===== src/verilog/fse_pkg.sv =====
// Notes on behaviour
// - double fault irq when enable bit1 set
// - single fault irq when enable bit0 set
// - error irq enable bits read/write
// - complete flag clears and launches on write-one
// - access error set on sequence/illegal command
// - access error blocks command launch
// - access error cleared only by write-one
// - violation set on protected program/erase
// - violation cleared by write-one
// - violation blocks launch and new sequence
// - busy bit reflects controller executing command
// - status bit 2 reads zero
// - completion status shows command/reset errors
// - status field access types as documented
// - reset double fault may alter status
// - double fault flag set on fault/busy read
// - fault flags cleared by write-one
// - complete irq when enable set
package fse_pkg;

  // ==========================================================
  // register map (byte addresses)
  localparam logic [7:0] STATUS_ADDR = 8'h18;
  localparam logic [7:0] ERR_IRQ_EN_ADDR = 8'h1C;
  localparam logic [7:0] FAULT_FLAG_ADDR = 8'h20;
  localparam logic [7:0] CFG_ADDR = 8'h24;
  localparam logic [7:0] STATUS_INDEX = 8'h06;

  // ==========================================================
  // field positions
  localparam int CMD_DONE_BIT = 7;
  localparam int ACC_ERR_BIT = 5;
  localparam int PROT_VIOL_BIT = 4;
  localparam int BUSY_BIT = 3;
  localparam int CSTAT_LSB = 0;
  localparam int DBL_EN_BIT = 1;
  localparam int SGL_EN_BIT = 0;
  localparam int DBL_FLAG_BIT = 1;
  localparam int SGL_FLAG_BIT = 0;
  localparam int CC_EN_BIT = 7;

  // ==========================================================
  // reset values
  localparam logic [7:0] STATUS_RESET = 8'h80;
  localparam logic [7:0] ERR_EN_RESET = 8'h00;
  localparam logic [7:0] CFG_RESET = 8'h00;

  typedef struct packed {
    logic cmdDone;
    logic seqError;
    logic illegalCmd;
    logic protHit;
    logic singleFault;
    logic doubleFault;
    logic busyBlockRead;
    logic [1:0] cmdStatus;
    logic statusValid;
  } fse_event_type;

  typedef struct packed {
    logic [7:0] adr;
    logic [31:0] dat;
    logic [3:0] sel;
    logic we;
    logic cyc;
    logic stb;
  } fse_wb_req_type;
endpackage


===== src/verilog/fse_regs.sv =====
`timescale 1ns/1ps
module fse_regs (
  input wire logic sys_clk,
  input wire logic rst,
  input wire fse_pkg::fse_wb_req_type wbReq,
  output logic [31:0] wbDatOut,
  output logic wbAck,
  input wire fse_pkg::fse_event_type evt,
  input wire logic resetDoubleFault,
  input wire logic resetSeqDone,
  input wire logic seqStartReq,
  output logic cmdLaunch,
  output logic seqStartOk,
  output logic cmdCompleteIrq,
  output logic doubleFaultIrq,
  output logic singleFaultIrq
);
  // ==========================================================
  // bus decode
  logic access;
  logic wrStrobe;
  logic lane0;
  logic [7:0] wrByte;
  logic wrStatus;
  logic wrErrEn;
  logic wrFault;
  logic wrCfg;
  assign access = wbReq.cyc && wbReq.stb && !wbAck;
  // a write takes effect at the edge where the master samples ack high
  assign wrStrobe = wbReq.cyc && wbReq.stb && wbAck && wbReq.we;
  assign lane0 = wbReq.sel[0];
  assign wrByte = wbReq.dat[7:0];
  assign wrStatus = wrStrobe && lane0 &&
    (wbReq.adr == fse_pkg::STATUS_ADDR);
  assign wrErrEn = wrStrobe && lane0 &&
    (wbReq.adr == fse_pkg::ERR_IRQ_EN_ADDR);
  assign wrFault = wrStrobe && lane0 &&
    (wbReq.adr == fse_pkg::FAULT_FLAG_ADDR);
  assign wrCfg = wrStrobe && lane0 &&
    (wbReq.adr == fse_pkg::CFG_ADDR);

  // ==========================================================
  // status flags
  logic cmdDone_q;
  logic access_error_flag;
  logic protViol;
  logic busy_q;
  logic [1:0] cstat_q;
  logic launchReq;
  logic [1:0] flagClr;
  logic [1:0] flagSet;
  logic [1:0] accViol;

  // launch refused while an error flag is up, even in the same write
  assign launchReq = wrStatus && wrByte[fse_pkg::CMD_DONE_BIT] &&
    cmdDone_q && !access_error_flag && !protViol;

  always_ff @(posedge sys_clk or posedge rst) begin
    if (rst) begin
      cmdDone_q <= fse_pkg::STATUS_RESET[fse_pkg::CMD_DONE_BIT];
    end else if (evt.cmdDone || evt.protHit ||
                 evt.seqError || evt.illegalCmd) begin
      cmdDone_q <= 1'b1;
    end else if (launchReq) begin
      cmdDone_q <= 1'b0;
    end
  end

  always_ff @(posedge sys_clk or posedge rst) begin
    if (rst) begin
      cmdLaunch <= 1'b0;
    end else begin
      cmdLaunch <= launchReq;
    end
  end

  always_ff @(posedge sys_clk or posedge rst) begin
    if (rst) begin
      seqStartOk <= 1'b0;
    end else begin
      seqStartOk <= seqStartReq && !protViol;
    end
  end

  always_ff @(posedge sys_clk or posedge rst) begin
    if (rst) begin
      busy_q <= 1'b0;
    end else if (launchReq) begin
      busy_q <= 1'b1;
    end else if (evt.cmdDone || evt.protHit ||
                 evt.seqError || evt.illegalCmd) begin
      busy_q <= 1'b0;
    end
  end

  // completion status captured at command end or at reset sequence end with a double fault
  always_ff @(posedge sys_clk or posedge rst) begin
    if (rst) begin
      cstat_q <= fse_pkg::STATUS_RESET[1:0];
    end else if (resetSeqDone && resetDoubleFault) begin
      cstat_q <= 2'h3;
    end else if (evt.statusValid) begin
      cstat_q <= evt.cmdStatus;
    end else if (launchReq) begin
      cstat_q <= 2'h0;
    end
  end

  assign accViol[0] = evt.seqError || evt.illegalCmd;
  assign accViol[1] = evt.protHit;

  fse_flag uAccErr (
    .sys_clk(sys_clk),
    .rst(rst),
    .setFlag(accViol[0]),
    .clearFlag(wrStatus && wrByte[fse_pkg::ACC_ERR_BIT]),
    .flag(access_error_flag)
  );

  fse_flag uProtViol (
    .sys_clk(sys_clk),
    .rst(rst),
    .setFlag(accViol[1]),
    .clearFlag(wrStatus && wrByte[fse_pkg::PROT_VIOL_BIT]),
    .flag(protViol)
  );

  // ==========================================================
  // fault flags and enables
  logic [7:0] errEn_q;
  logic [7:0] cfg_q;
  logic [1:0] faultFlag;

  always_ff @(posedge sys_clk or posedge rst) begin
    if (rst) begin
      errEn_q <= fse_pkg::ERR_EN_RESET;
    end else if (wrErrEn) begin
      errEn_q <= {6'h00, wrByte[1:0]};
    end
  end

  always_ff @(posedge sys_clk or posedge rst) begin
    if (rst) begin
      cfg_q <= fse_pkg::CFG_RESET;
    end else if (wrCfg) begin
      cfg_q <= {wrByte[fse_pkg::CC_EN_BIT], 7'h00};
    end
  end

  assign flagSet[fse_pkg::SGL_FLAG_BIT] = evt.singleFault;
  assign flagSet[fse_pkg::DBL_FLAG_BIT] =
    evt.doubleFault || evt.busyBlockRead;

  genvar gi;
  generate
    for (gi = 0; gi < 2; gi++) begin : gFault
      assign flagClr[gi] = wrFault && wrByte[gi];
      fse_flag uFault (
        .sys_clk(sys_clk),
        .rst(rst),
        .setFlag(flagSet[gi]),
        .clearFlag(flagClr[gi]),
        .flag(faultFlag[gi])
      );
    end
  endgenerate

  // ==========================================================
  // interrupt levels, registered one cycle behind flag and enable
  always_ff @(posedge sys_clk or posedge rst) begin
    if (rst) begin
      doubleFaultIrq <= 1'b0;
      singleFaultIrq <= 1'b0;
      cmdCompleteIrq <= 1'b0;
    end else begin
      doubleFaultIrq <= faultFlag[fse_pkg::DBL_FLAG_BIT] &&
        errEn_q[fse_pkg::DBL_EN_BIT];
      singleFaultIrq <= faultFlag[fse_pkg::SGL_FLAG_BIT] &&
        errEn_q[fse_pkg::SGL_EN_BIT];
      cmdCompleteIrq <= cmdDone_q &&
        cfg_q[fse_pkg::CC_EN_BIT];
    end
  end

  // ==========================================================
  // read mux and acknowledge
  logic [7:0] statusRd;
  logic [7:0] rdByte;

  always_comb begin
    statusRd = 8'h00;
    statusRd[fse_pkg::CMD_DONE_BIT] = cmdDone_q;
    statusRd[fse_pkg::ACC_ERR_BIT] = access_error_flag;
    statusRd[fse_pkg::PROT_VIOL_BIT] = protViol;
    statusRd[fse_pkg::BUSY_BIT] = busy_q;
    statusRd[1:0] = cstat_q;
  end

  always_comb begin
    case (wbReq.adr)
      fse_pkg::STATUS_ADDR: rdByte = statusRd;
      fse_pkg::ERR_IRQ_EN_ADDR: rdByte = errEn_q;
      fse_pkg::FAULT_FLAG_ADDR: rdByte = {6'h00, faultFlag};
      fse_pkg::CFG_ADDR: rdByte = cfg_q;
      default: rdByte = 8'h00;
    endcase
  end

  always_ff @(posedge sys_clk or posedge rst) begin
    if (rst) begin
      wbAck <= 1'b0;
      wbDatOut <= 32'h0000_0000;
    end else begin
      wbAck <= access;
      if (access && !wbReq.we) begin
        wbDatOut <= {24'h000000, rdByte};
      end
    end
  end
endmodule


===== src/verilog/fse_flag.sv =====
`timescale 1ns/1ps
// sticky flag: hardware set wins over software write-one clear
module fse_flag (
  input wire logic sys_clk,
  input wire logic rst,
  input wire logic setFlag,
  input wire logic clearFlag,
  output logic flag
);
  always_ff @(posedge sys_clk or posedge rst) begin
    if (rst) begin
      flag <= 1'b0;
    end else if (setFlag) begin
      flag <= 1'b1;
    end else if (clearFlag) begin
      flag <= 1'b0;
    end
  end
endmodule


===== config.mk =====
export PLATFORM = sky130hd
export DESIGN_NAME = fse_regs
export DESIGN_NICKNAME = d
export VERILOG_FILES = /design/src/verilog/fse_pkg.sv /design/src/verilog/fse_regs.sv /design/src/verilog/fse_flag.sv
export SDC_FILE = /design/constraint.sdc
export NUM_CORES = 1
export LEC_CHECK = 0
export BUFFER_PORTS_ARGS = -buffer_cell sky130_fd_sc_hd__buf_2
export CORE_AREA = 2 2 58 60
export DETAILED_ROUTE_END_ITERATION = 16
export DIE_AREA = 0 0 60 62
export GPL_ROUTABILITY_DRIVEN = 0
export PLACE_DENSITY = 0.82
export SLEW_MARGIN = 40
export SYNTH_ARGS = -nofsm -noshare
export SYNTH_HDL_FRONTEND = slang
export SYNTH_SLANG_ARGS = --single-unit

===== constraint.sdc =====
create_clock -name sys_clk -period 4 [get_ports sys_clk]
set_input_delay 0.4 -clock sys_clk [delete_from_list [all_inputs] [get_ports sys_clk]]
set_output_delay 0.4 -clock sys_clk [all_outputs]
set_load 0.02 [all_outputs]

==> summary.txt, run 1 <==
Routing
  • Via density: about 4.4
  • DR DRC count: 0
  • DRT antenna net count: 0
  • Wirelength per Cell: ~11 microns
  • 1st-iter DRT viols: 23
  • Pre-antenna DRT Iters: 4
  • Wirelength, routed: 2.18 mm
  • Via Count: approximately 900

Clock network
  • # hold bufs at CTS: 0
  • # resized after CTS: 0
  • TritonCTS Buffers: 3
  • Clock latency on the worst-skew pair: 0.31 ns
  • Root buf cell: clkbuf_4
  • H-tree levels: 1
  • Clk sink count: 23
  • Setup Fix Bufs, Post-CTS: 0
  • Clock transition at the registers of the reported paths: 0.12 ns
  • Max clock buf depth: 2
  • CTS tree: done

Hold path
  • Worst Hold Class: primary input to asynchronous set/reset pin

Timing
  • Fin crit share: between 40% and 50%
  • RSZ-0062 raised after global routing: no
  • Relative slew slack: 65.7%
  • Slew Viols, Final: 0
  • Final hold vios: 0
  • Final min period: 1.73 ns
  • Actual slew at the worst max-slew pin: approximately 0.51 ns
  • Max Clock Skew: about 0.0040 ns
  • FMAX: 0.577 GHz
  • Setup TNS: 0 ns
  • WHS: between 0.08 and 0.09 ns
  • Fin worst setup slack: 2.27 ns
  • Setup violators final: 0

Synth
  • Sequential-to-total area share from yosys stat: around 47%
  • Dominant synthesized flop cell: dfrtp_1
  • Mapped Avg Cell Area: 10.6 sq um
  • Syn Inst Count: 115
  • Post-Syn Area: 0.00122 sq mm
  • Async set or reset register ratio after synthesis: 100%
  • Number of synthesized register bits: 23
  • Post-synth EDFFs: 0
  • Synth cell types: 36
  • Yosys warnings: 0

Setup path
  • CP Max Fanout: 4
  • Crit end category: flop
  • Crit path required time: 4.21 ns
  • RR Startpoint: wbAck
  • Setup CP Type: primary input to flop
  • Crit path DAT: 1.94 ns
  • CP Launch Type: primary input
  • Worst r2r dst: wbDatOut[3]
  • R2R setup slack: 2.36 ns
  • Reg2Reg Depth: 4

Final layout
  • Fin cells: 206
  • Sequential cell area: just under 600 sq um
  • Multi-input logic area: 524 sq um
  • Synth-to-layout area growth: 15.9%
  • Layout cell share with drive strength beyond 1: 35.0%
  • Fillers: 322
  • Layout Nets: 223
  • Ant diodes: 0

Global route
  • Total track usage: about an eighth
  • Vias in the first global route: 760
  • GRT overflow: 0
  • Largest net degree at the start of global routing: 24
  • Global-route wire length before repair: 3.35 mm
  • Initial antenna violation count: 0

Power and ir drop
  • Power per Cell Area: 285 mW/mm^2
  • Static leakage: about 0.74 nW
  • Pwr Total: 403 uW
  • Worst VDD drop: 0.103 mV

Die
  • Core area: 0.00318 sq mm
  • DIE HEIGHT: 62 microns
  • DIE WIDTH: 60 microns
  • Initial Util: 38.4%
  • Row cnt: 21
  • Die area: 0.00372 sq mm
  • # IOs: 100

Place
  • Worst slack, placed: 1.92 ns
  • DPL Wire Length: ~1.8 mm
  • Inst Count DP: 202
  • Buffers on Ports: 43

Run status
  • Status: completed

Job
  • Max_cap viols: 0
[power breakdown]
part,internal [mW],switching (mW),total [mW]
Combinational,0.0175,0.0422,0.0597
Sequential,0.235,0.00198,0.237
Clock,0.0389,0.0670,0.106
Total,0.292,0.111,0.403
[cell usage after synthesis (all sizes together), types with 3 or more instances]
| master | number | area (sq um) |
|---|---|---|
| buf | 26 | 195 |
| dfrtp | 22 | 551 |
| nand2 | 11 | 41.3 |
| nor2 | 5 | 18.8 |
| inv | 4 | 15.0 |
| nand3 | 4 | 20.0 |
| a21o | 3 | 22.5 |
| a22o | 3 | 26.3 |
| and2 | 3 | 18.8 |
| mux2 | 3 | 33.8 |
| nor3 | 3 | 25.0 |
| o21ai | 3 | 15.0 |
[layout make-up]
cell class / instances / share of cell area (%)
Clock buffer: 4 / 1.86
Multi-Input combinational cell: 86 / 37.0
Timing Repair Buffer: 43 / 15.2
Inverter: 4 / 1.06
Tap cell: 46 / 4.07
Sequential cell: 23 / 40.8
[layer usage]
| metal | up-vias | GRT usage, % | share of wire, % |
|---|---|---|---|
| met1 | 416 | 15.4 | 44 |
| met2 | 43 | 20.7 | 46 |
| met5 | - | 0 | 0 |
| li1 | 441 | - | - |
| met3 | 4 | 2.48 | 7.8 |
| met4 | 0 | 5.71 | 1.7 |
[sequential cells by signal, summed over array words and instances (netlist names)]
name	cells
busy_q	1
cfg_q	1
cmdCompleteIrq	1
cmdDone_q	1
cmdLaunch	1
cstat_q	2
doubleFaultIrq	1
errEn_q	2
gFault.uFault.flag	2
seqStartOk	1
singleFaultIrq	1
uAccErr.flag	1
uProtViol.flag	1
wbAck	1
wbDatOut	6
[layout by cell type, fill, tap and decap left out, drive strengths merged, types with 2 or more instances in the layout]
master / instances
nand3: 4
and2: 3
nand2: 11
nor2: 5
a22o: 3
clkbuf: 4
nor4b: 2
nor2b: 2
o311ai: 2
buf: 43
conb: 26
a211o: 2
dfrtp: 22
inv: 4
o21ai: 3
nor3: 3
a21o: 3
mux2: 3
[worst max path at each step]
| stage | endpoint | cells past startpoint | slack (ns) | start |
|---|---|---|---|---|
| after detailed placement | errEn_q[0] | 5 | 1.92 | wbReq[46] |
| after global placement | errEn_q[0] | 5 | 1.93 | wbReq[46] |
| after global routing | cstat_q[0] | 5 | 2.16 | wbReq[41] |
| after CTS | errEn_q[0] | 5 | 2.26 | wbReq[46] |
| after floorplan | errEn_q[0] | 4 | 2.16 | wbReq[46] |
| final | errEn_q[0] | 5 | 2.27 | wbReq[46] |
[per-stage QoR]
step	utilization (%)	area, sq um
floorplan	-	1320
global placement	43.7	1390
detailed placement	43.7	1390
CTS	44.5	1420
global route	44.5	1420
finish	44.5	1420
[critical path, cell delays in order]
cell	delay, ns
buf_2	0.10
or4_4	0.56
nor3_2	0.30
and3_1	0.25
mux2_2	0.34
[cell families after synthesis]
kind of cell	Yosys count	synth area share (%)
muxes	4	3.59
and+or+nand+nor	39	21.0
DFF	23	47.2
other	1	0.307
buffers and inverters	31	17.5
AOI/OAI and AO/OA	17	10.3
Power figures use the tool's default switching activity.
==> run 2, diff against run 1 <==
--- a/config.mk
+++ b/config.mk
@@ -5,12 +5,13 @@
 export SDC_FILE = /design/constraint.sdc
 export NUM_CORES = 1
 export LEC_CHECK = 0
+export ABC_AREA = 1
 export BUFFER_PORTS_ARGS = -buffer_cell sky130_fd_sc_hd__buf_2
-export CORE_AREA = 2 2 58 60
+export CORE_AREA = 2 2 61 63
 export DETAILED_ROUTE_END_ITERATION = 16
-export DIE_AREA = 0 0 60 62
+export DIE_AREA = 0 0 63 65
 export GPL_ROUTABILITY_DRIVEN = 0
-export PLACE_DENSITY = 0.82
+export PLACE_DENSITY = 0.78
 export SLEW_MARGIN = 40
 export SYNTH_ARGS = -nofsm -noshare
 export SYNTH_HDL_FRONTEND = slang
==> constraint.sdc (replaced) <==
create_clock -name sys_clk -period 1.7 [get_ports sys_clk]
set_input_delay 0.17 -clock sys_clk [delete_from_list [all_inputs] [get_ports sys_clk]]
set_output_delay 0.17 -clock sys_clk [all_outputs]
set_load 0.02 [all_outputs]
==> run 2 against run 1 <==
Area after synthesis rose by 9.8%. Cell count rose by 30%. Sequential cell count did not move. Worst hold slack got worse by 0.050 ns. Largest power group unchanged.
==> summary.txt, run 2 <==
Die
  • DIE WIDTH: 63 microns
  • Row cnt: 22
  • Initial Util: 38.4%
  • # IOs: 100
  • Core area: ~0.0035 sq mm
  • DIE HEIGHT: ~65 microns
  • Die area: 0.00410 sq mm

Synth
  • Post-synth EDFFs: 0
  • Post-Syn Area: roughly 0.0013 sq mm
  • Synth cell types: 17
  • Synth Area in XOR/XNOR: 0%
  • Async set or reset register ratio after synthesis: 100%
  • Most numerous cell in the Yosys netlist: nand2_1
  • Number of synthesized register bits: 23
  • Synth Area in Simple Gates: approximately 33%
  • Dominant synthesized flop cell: dfrtp_1
  • Yosys warnings: 0
  • Mapped Avg Cell Area: slightly below 8 sq um
  • Share of the synthesized area in the top cell type: 41.0%
  • Syn Inst Count: 171
  • Multiplexer share of the synthesized area: 0%
  • Synth top area cells: dfrtp_1 41%, buf_4 15%, nand2_1 13%
  • Post-synthesis compound-gate area fraction: 2.24%
  • Sequential-to-total area share from yosys stat: 43.0%
  • Cell taking the most area after synthesis: dfrtp_1
  • Adder-cell share of the synthesized area: 0%
  • Commonest cells post-synth: 48 x nand2_1, 26 x buf_4, 24 x inv_1
  • Largest family of logic cells by synthesized area: simple AND/OR/NAND/NOR gates

Timing
  • Slew Viols, Final: 0
  • Setup violators final: 0
  • Final hold vios: 0
  • Fin crit share: 69.1%
  • Max Clock Skew: around 0.002 ns
  • Final min period: approximately 1.2 ns
  • Relative slew slack: 61.3%
  • RSZ-0062 raised after global routing: no
  • FMAX: 0.851 GHz
  • Setup TNS: 0 ns
  • Actual slew at the worst max-slew pin: 0.579 ns

Clock network
  • Clk sink count: 23
  • TritonCTS Buffers: 3
  • Clock transition at the registers of the reported paths: 0.12 ns
  • Clock latency on the worst-skew pair: ~0.31 ns
  • H-tree levels: 1
  • # resized after CTS: 0
  • CTS tree: done
  • Max clock buf depth: 2
  • Root buf cell: clkbuf_4

Final layout
  • Fin cells: 267
  • Core Util, Final: 44.6%
  • Cell area after layout: 0.00156 sq mm
  • Sequential cell area: slightly below 600 sq um
  • Ant diodes: 0
  • Commonest non-fill, non-tap cells in the layout: 48 x nand2_1, 43 x buf_2, 26 x conb_1, 24 x inv_1, 22 x dfrtp_1
  • Most flop-heavy register: wbDatOut
  • Most common cell after layout, fill and taps aside: nand2_1
  • Fillers: 370
  • Synth-to-layout area growth: 16.3%
  • Layout cell share with drive strength beyond 1: 27.9%
  • Max reg flops: 6
  • Layout Nets: 282
  • Multi-input logic area: 573 sq um

Setup path
  • Worst r2r dst: cstat_q[0]
  • WP depth: 5
  • CP endpoint: cstat_q[0]
  • RR Startpoint: wbAck
  • Worst path slowest cell: dfrtp_1
  • Crit path largest cell delay: 0.47 ns
  • Delay-heaviest family, CP: simple AND/OR/NAND/NOR gates
  • CP Launch Type: flop
  • Reg2Reg Depth: 5
  • Crit-path cells: nand3_2, nor2_4, nand3_2, nand3_1, nand2_1
  • Crit path required time: 1.92 ns
  • Crit end category: flop
  • Bufs and invs on worst path: 0
  • Crit path DAT: 1.39 ns
  • R2R setup slack: roughly 0.53 ns
  • Critical Path Source: wbAck
  • CP dominant cell by count: nand3_2
  • Setup CP Type: flop to flop
  • CP Max Fanout: 7

Routing
  • 1st-iter DRT viols: 31
  • Wirelength per Cell: 9.19 microns
  • DRT antenna net count: 0
  • Wirelength, routed: 2.46 mm
  • Pre-antenna DRT Iters: 4
  • DR DRC count: 0
  • Via Count: roughly 1100
  • Via density: 4.07

Global route
  • Vias in the first global route: 1038
  • Total track usage: 13.2%
  • Global-route wire length before repair: 4.32 mm
  • Largest net degree at the start of global routing: 17
  • Initial antenna violation count: 0
  • GRT overflow: 0

Place
  • Inst Count DP: 262
  • Buffers on Ports: 43
  • Placed inst area: 0.00152 sq mm
  • DPL Wire Length: 2.04 mm

Run status
  • Status: completed

Power and ir drop
  • Power per Cell Area: ~620 mW/mm^2
  • Pwr Total: slightly below 1 mW
  • Static leakage: 0.951 nW
  • Worst VDD drop: 0.201 mV

Job
  • Max_cap viols: 0

Hold path
  • Worst Hold Class: primary input to flop
run 2: changes by cell type after synthesis, moves of 3 or more:
| cell | change |
|---|---|
| nand2_1 | +37 |
| inv_1 | +20 |
| nand3_1 | +14 |
| nor2_1 | +6 |
| nand3_2 | +4 |
| o21ai_1 | +4 |
| a21o_1 | -3 |
| a22o_1 | -3 |
| nor2_2 | +3 |
| nor2_4 | +3 |
run 2: stage by stage:
stage	hold WS [ns]	setup slack, ns
global placement	0.267	0.557
global route	0.0383	0.354
finish	0.0383	0.525
detailed placement	0.260	0.528
floorplan	0.171	0.521
CTS	0.0406	0.512
run 2: worst min path at each step:
stage	start	to	slack (ns)	depth (start not counted)
detailed placement	rst	cfg_q[7]	0.26	2
CTS	evt[5]	gFault[0].uFault.flag	0.04	3
global placement	rst	cmdLaunch	0.27	2
finish	evt[5]	gFault[0].uFault.flag	0.04	3
floorplan	rst	busy_q	0.17	1
global route	evt[5]	gFault[0].uFault.flag	0.04	3
run 2: cell type report:
cell class / instances / share of cell area (%)
flip-flops and latches: 23 / 37.0
clock buffers: 3 / 1.44
clock inverters: 1 / 0.321
repair buffers: 45 / 14.9
multi-input cells: 123 / 36.7
well taps: 48 / 3.85
inverters: 24 / 5.77
run 2: power breakdown:
part           switching [mW]  internal (mW)  total [mW]
Combinational           0.116         0.0457       0.161
Sequential            0.00602          0.554       0.560
Clock                   0.164         0.0879       0.252
Total                   0.286          0.688       0.973
run 2: kinds of logic after synthesis:
| kind of cell | after synthesis |
|---|---|
| AOI/OAI and AO/OA | 6 |
| buffers and inverters | 50 |
| DFF | 23 |
| other | 1 |
| and+or+nand+nor | 91 |
run 2: worst min-delay path, cell delays in order:
cell and delay [ns]:
buf_2 0.07, inv_1 0.03, nand2_1 0.05
run 2: metal layers:
metal | wire length, microns | GRT usage [%] | up-vias
met3 | 135 | 2.08 | 4
met1 | 1060 | 16.6 | 479
li1 | - | - | 569
met4 | 44 | 5.28 | 0
met5 | 0 | 0 | -
met2 | 1210 | 22.6 | 35
run 2: repair_timing:
action                                 in CTS  in global routing
hold buffers                                1                  0
buffers inserted                            0                  0
endpoints found under the hold margin      14                  0
==> run 3, diff against run 2 <==
==> constraint.sdc (replaced) <==
create_clock -name sys_clk -period 1.2 [get_ports sys_clk]
set_input_delay 0.12 -clock sys_clk [delete_from_list [all_inputs] [get_ports sys_clk]]
set_output_delay 0.12 -clock sys_clk [all_outputs]
set_load 0.02 [all_outputs]
==> run 3 against run 2 <==
Sequential cell count unchanged. First-iteration DRC count up 120%. Clock power up 43%. Fmax up 1.2%.
==> summary.txt, run 3 (synthesized netlist as in run 2, its figures left out) <==
Run status
  • Status: completed

Setup path
  • Reg2Reg Depth: 6
  • Crit path DAT: 1.39 ns
  • CP Max Fanout: 6
  • Setup CP Type: flop to flop
  • Critical Path Source: wbAck
  • CP Launch Type: flop
  • RR Startpoint: wbAck
  • R2R setup slack: 0.04 ns
  • Worst r2r dst: gFault[0].uFault.flag
  • Crit end category: flop
  • Crit path required time: 1.43 ns

Final layout
  • Ant diodes: 0
  • Layout Nets: 291
  • Commonest non-fill, non-tap cells in the layout: 48 x nand2_1, 43 x buf_2, 26 x conb_1, 24 x inv_1, 21 x dfrtp_1
  • Synth-to-layout area growth: 25.3%
  • Most flop-heavy register: wbDatOut
  • Core Util, Final: 48.1%
  • Most common cell after layout, fill and taps aside: nand2_1
  • Layout cell share with drive strength beyond 1: slightly above 30%
  • Max reg flops: 6

Hold path
  • Hold Crit Endpoint: uAccErr.flag
  • Worst Hold Class: primary input to flop
  • Min-Delay Startpoint: evt[7]
  • Hold depth: 3

Routing
  • Pre-antenna DRT Iters: 4
  • Wirelength, routed: between 2 and 3 mm
  • Via density: 4.08
  • 1st-iter DRT viols: 67
  • Via Count: roughly 1100
  • Wirelength per Cell: about 9 microns
  • DR DRC count: 0
  • DRT antenna net count: 0

Die
  • Die area: 0.00410 sq mm
  • Initial Util: 38.4%
  • Core area: 0.00350 sq mm
  • Row cnt: 22
  • DIE WIDTH: 63 microns
  • # IOs: 100
  • DIE HEIGHT: ~65 microns

Clock network
  • Max clock buf depth: 2
  • Clock transition at the registers of the reported paths: approximately 0.12 ns
  • H-tree levels: 1
  • Clock latency on the worst-skew pair: between 0.3 and 0.4 ns
  • TritonCTS Buffers: 3
  • CTS tree: done
  • Root buf cell: clkbuf_4
  • Clk sink count: 23

Global route
  • Met1 global-route usage: approximately 15%
  • M3 GR Usage: ~1.9%
  • Largest net degree at the start of global routing: 14
  • Total track usage: 13.0%
  • Global route hottest layer: met2
  • Global-route wire length before repair: 4.15 mm
  • Vias in the first global route: 995
  • GRT overflow: 0
  • Initial antenna violation count: 0
  • GR Util met2: 22.7%

Timing
  • Fin crit share: 96.7%
  • Fin worst setup slack: just under 0.04 ns
  • Slew Viols, Final: 0
  • RSZ-0062 raised after global routing: yes
  • Final min period: 1.16 ns
  • Final hold vios: 0
  • Max Clock Skew: 0.00502 ns
  • FMAX: 0.861 GHz
  • Setup violators final: 0

Power and ir drop
  • Pwr Total: 1.40 mW
  • Static leakage: 0.997 nW
  • Worst VDD drop: around 0.29 mV
  • Power per Cell Area: 836 mW/mm^2

Place
  • Worst slack, placed: between 0.04 and 0.05 ns
  • Buffers on Ports: 43
  • DPL Wire Length: 2.00 mm

Job
  • Max_cap viols: 0
[run 3: changes by cell type in the layout (fill, tap and decap cells not counted)]
cell,before,now
dlygate4sd3_1,1,6
nand3_1,18,14
buf_4,1,4
nand3_2,4,7
buf_6,0,1
dfrtp_1,22,21
dfrtp_2,0,1
nand3_4,0,1
nor2_1,11,10
nor2_4,3,4
[run 3: metal layers]
| metal | up-vias | wire (microns) |
|---|---|---|
| li1 | 588 | - |
| met1 | 493 | 1020 |
| met2 | 41 | 1300 |
| met3 | 5 | 165 |
| met4 | 0 | 65 |
| met5 | - | 0 |
[run 3: final cells by class]
class / count / area (sq um)
multi-input combinational: 123 / 608
fill: 356 / 1820
timing repair buffer: 54 / 317
tap: 48 / 60.1
clock buffer: 3 / 22.5
clock inverter: 1 / 5.00
sequential: 23 / 578
inverter: 24 / 90.1
[run 3: how the worst max path moves through the flow]
stage,cells past startpoint,to
floorplan,5,cstat_q[0]
global placement,5,cstat_q[1]
detailed placement,5,cstat_q[1]
CTS,5,cstat_q[1]
global route,6,gFault[1].uFault.flag
finish,6,gFault[0].uFault.flag
[run 3: repair_timing]
| action | in CTS | in global routing |
|---|---|---|
| hold buffers | 6 | 0 |
| gates resized for setup | 0 | 9 |
| endpoints found under the setup margin | 0 | 6 |
| setup buffers | 0 | 2 |
| hold endpoints to repair | 10 | 0 |
[run 3: critical path, cell delays in order, from the launching register on]
cell     delay (ns)
dfrtp_2        0.43
nand3_2        0.10
nor2_4         0.23
buf_6          0.14
nand3_1        0.07
nand2_1        0.06
nand2_1        0.04
[run 3: metrics by stage]
step           instances  hold slack, ns  cell area (sq um)  TNS, ns
3_3_place_gp         264          0.0783               1540        0
6_report             276          0.0112               1680        0
5_1_grt              276          0.0119               1680   -0.126
2_1_floorplan        196           0.121               1440        0
3_5_place_dp         264          0.0729               1540        0
4_1_cts              274         0.00898               1630        0
[run 3: power by group]
group | switching (mW) | internal (mW)
clock | 0.236 | 0.125
combinational | 0.168 | 0.0810
sequential | 0.00941 | 0.786
total | 0.413 | 0.992
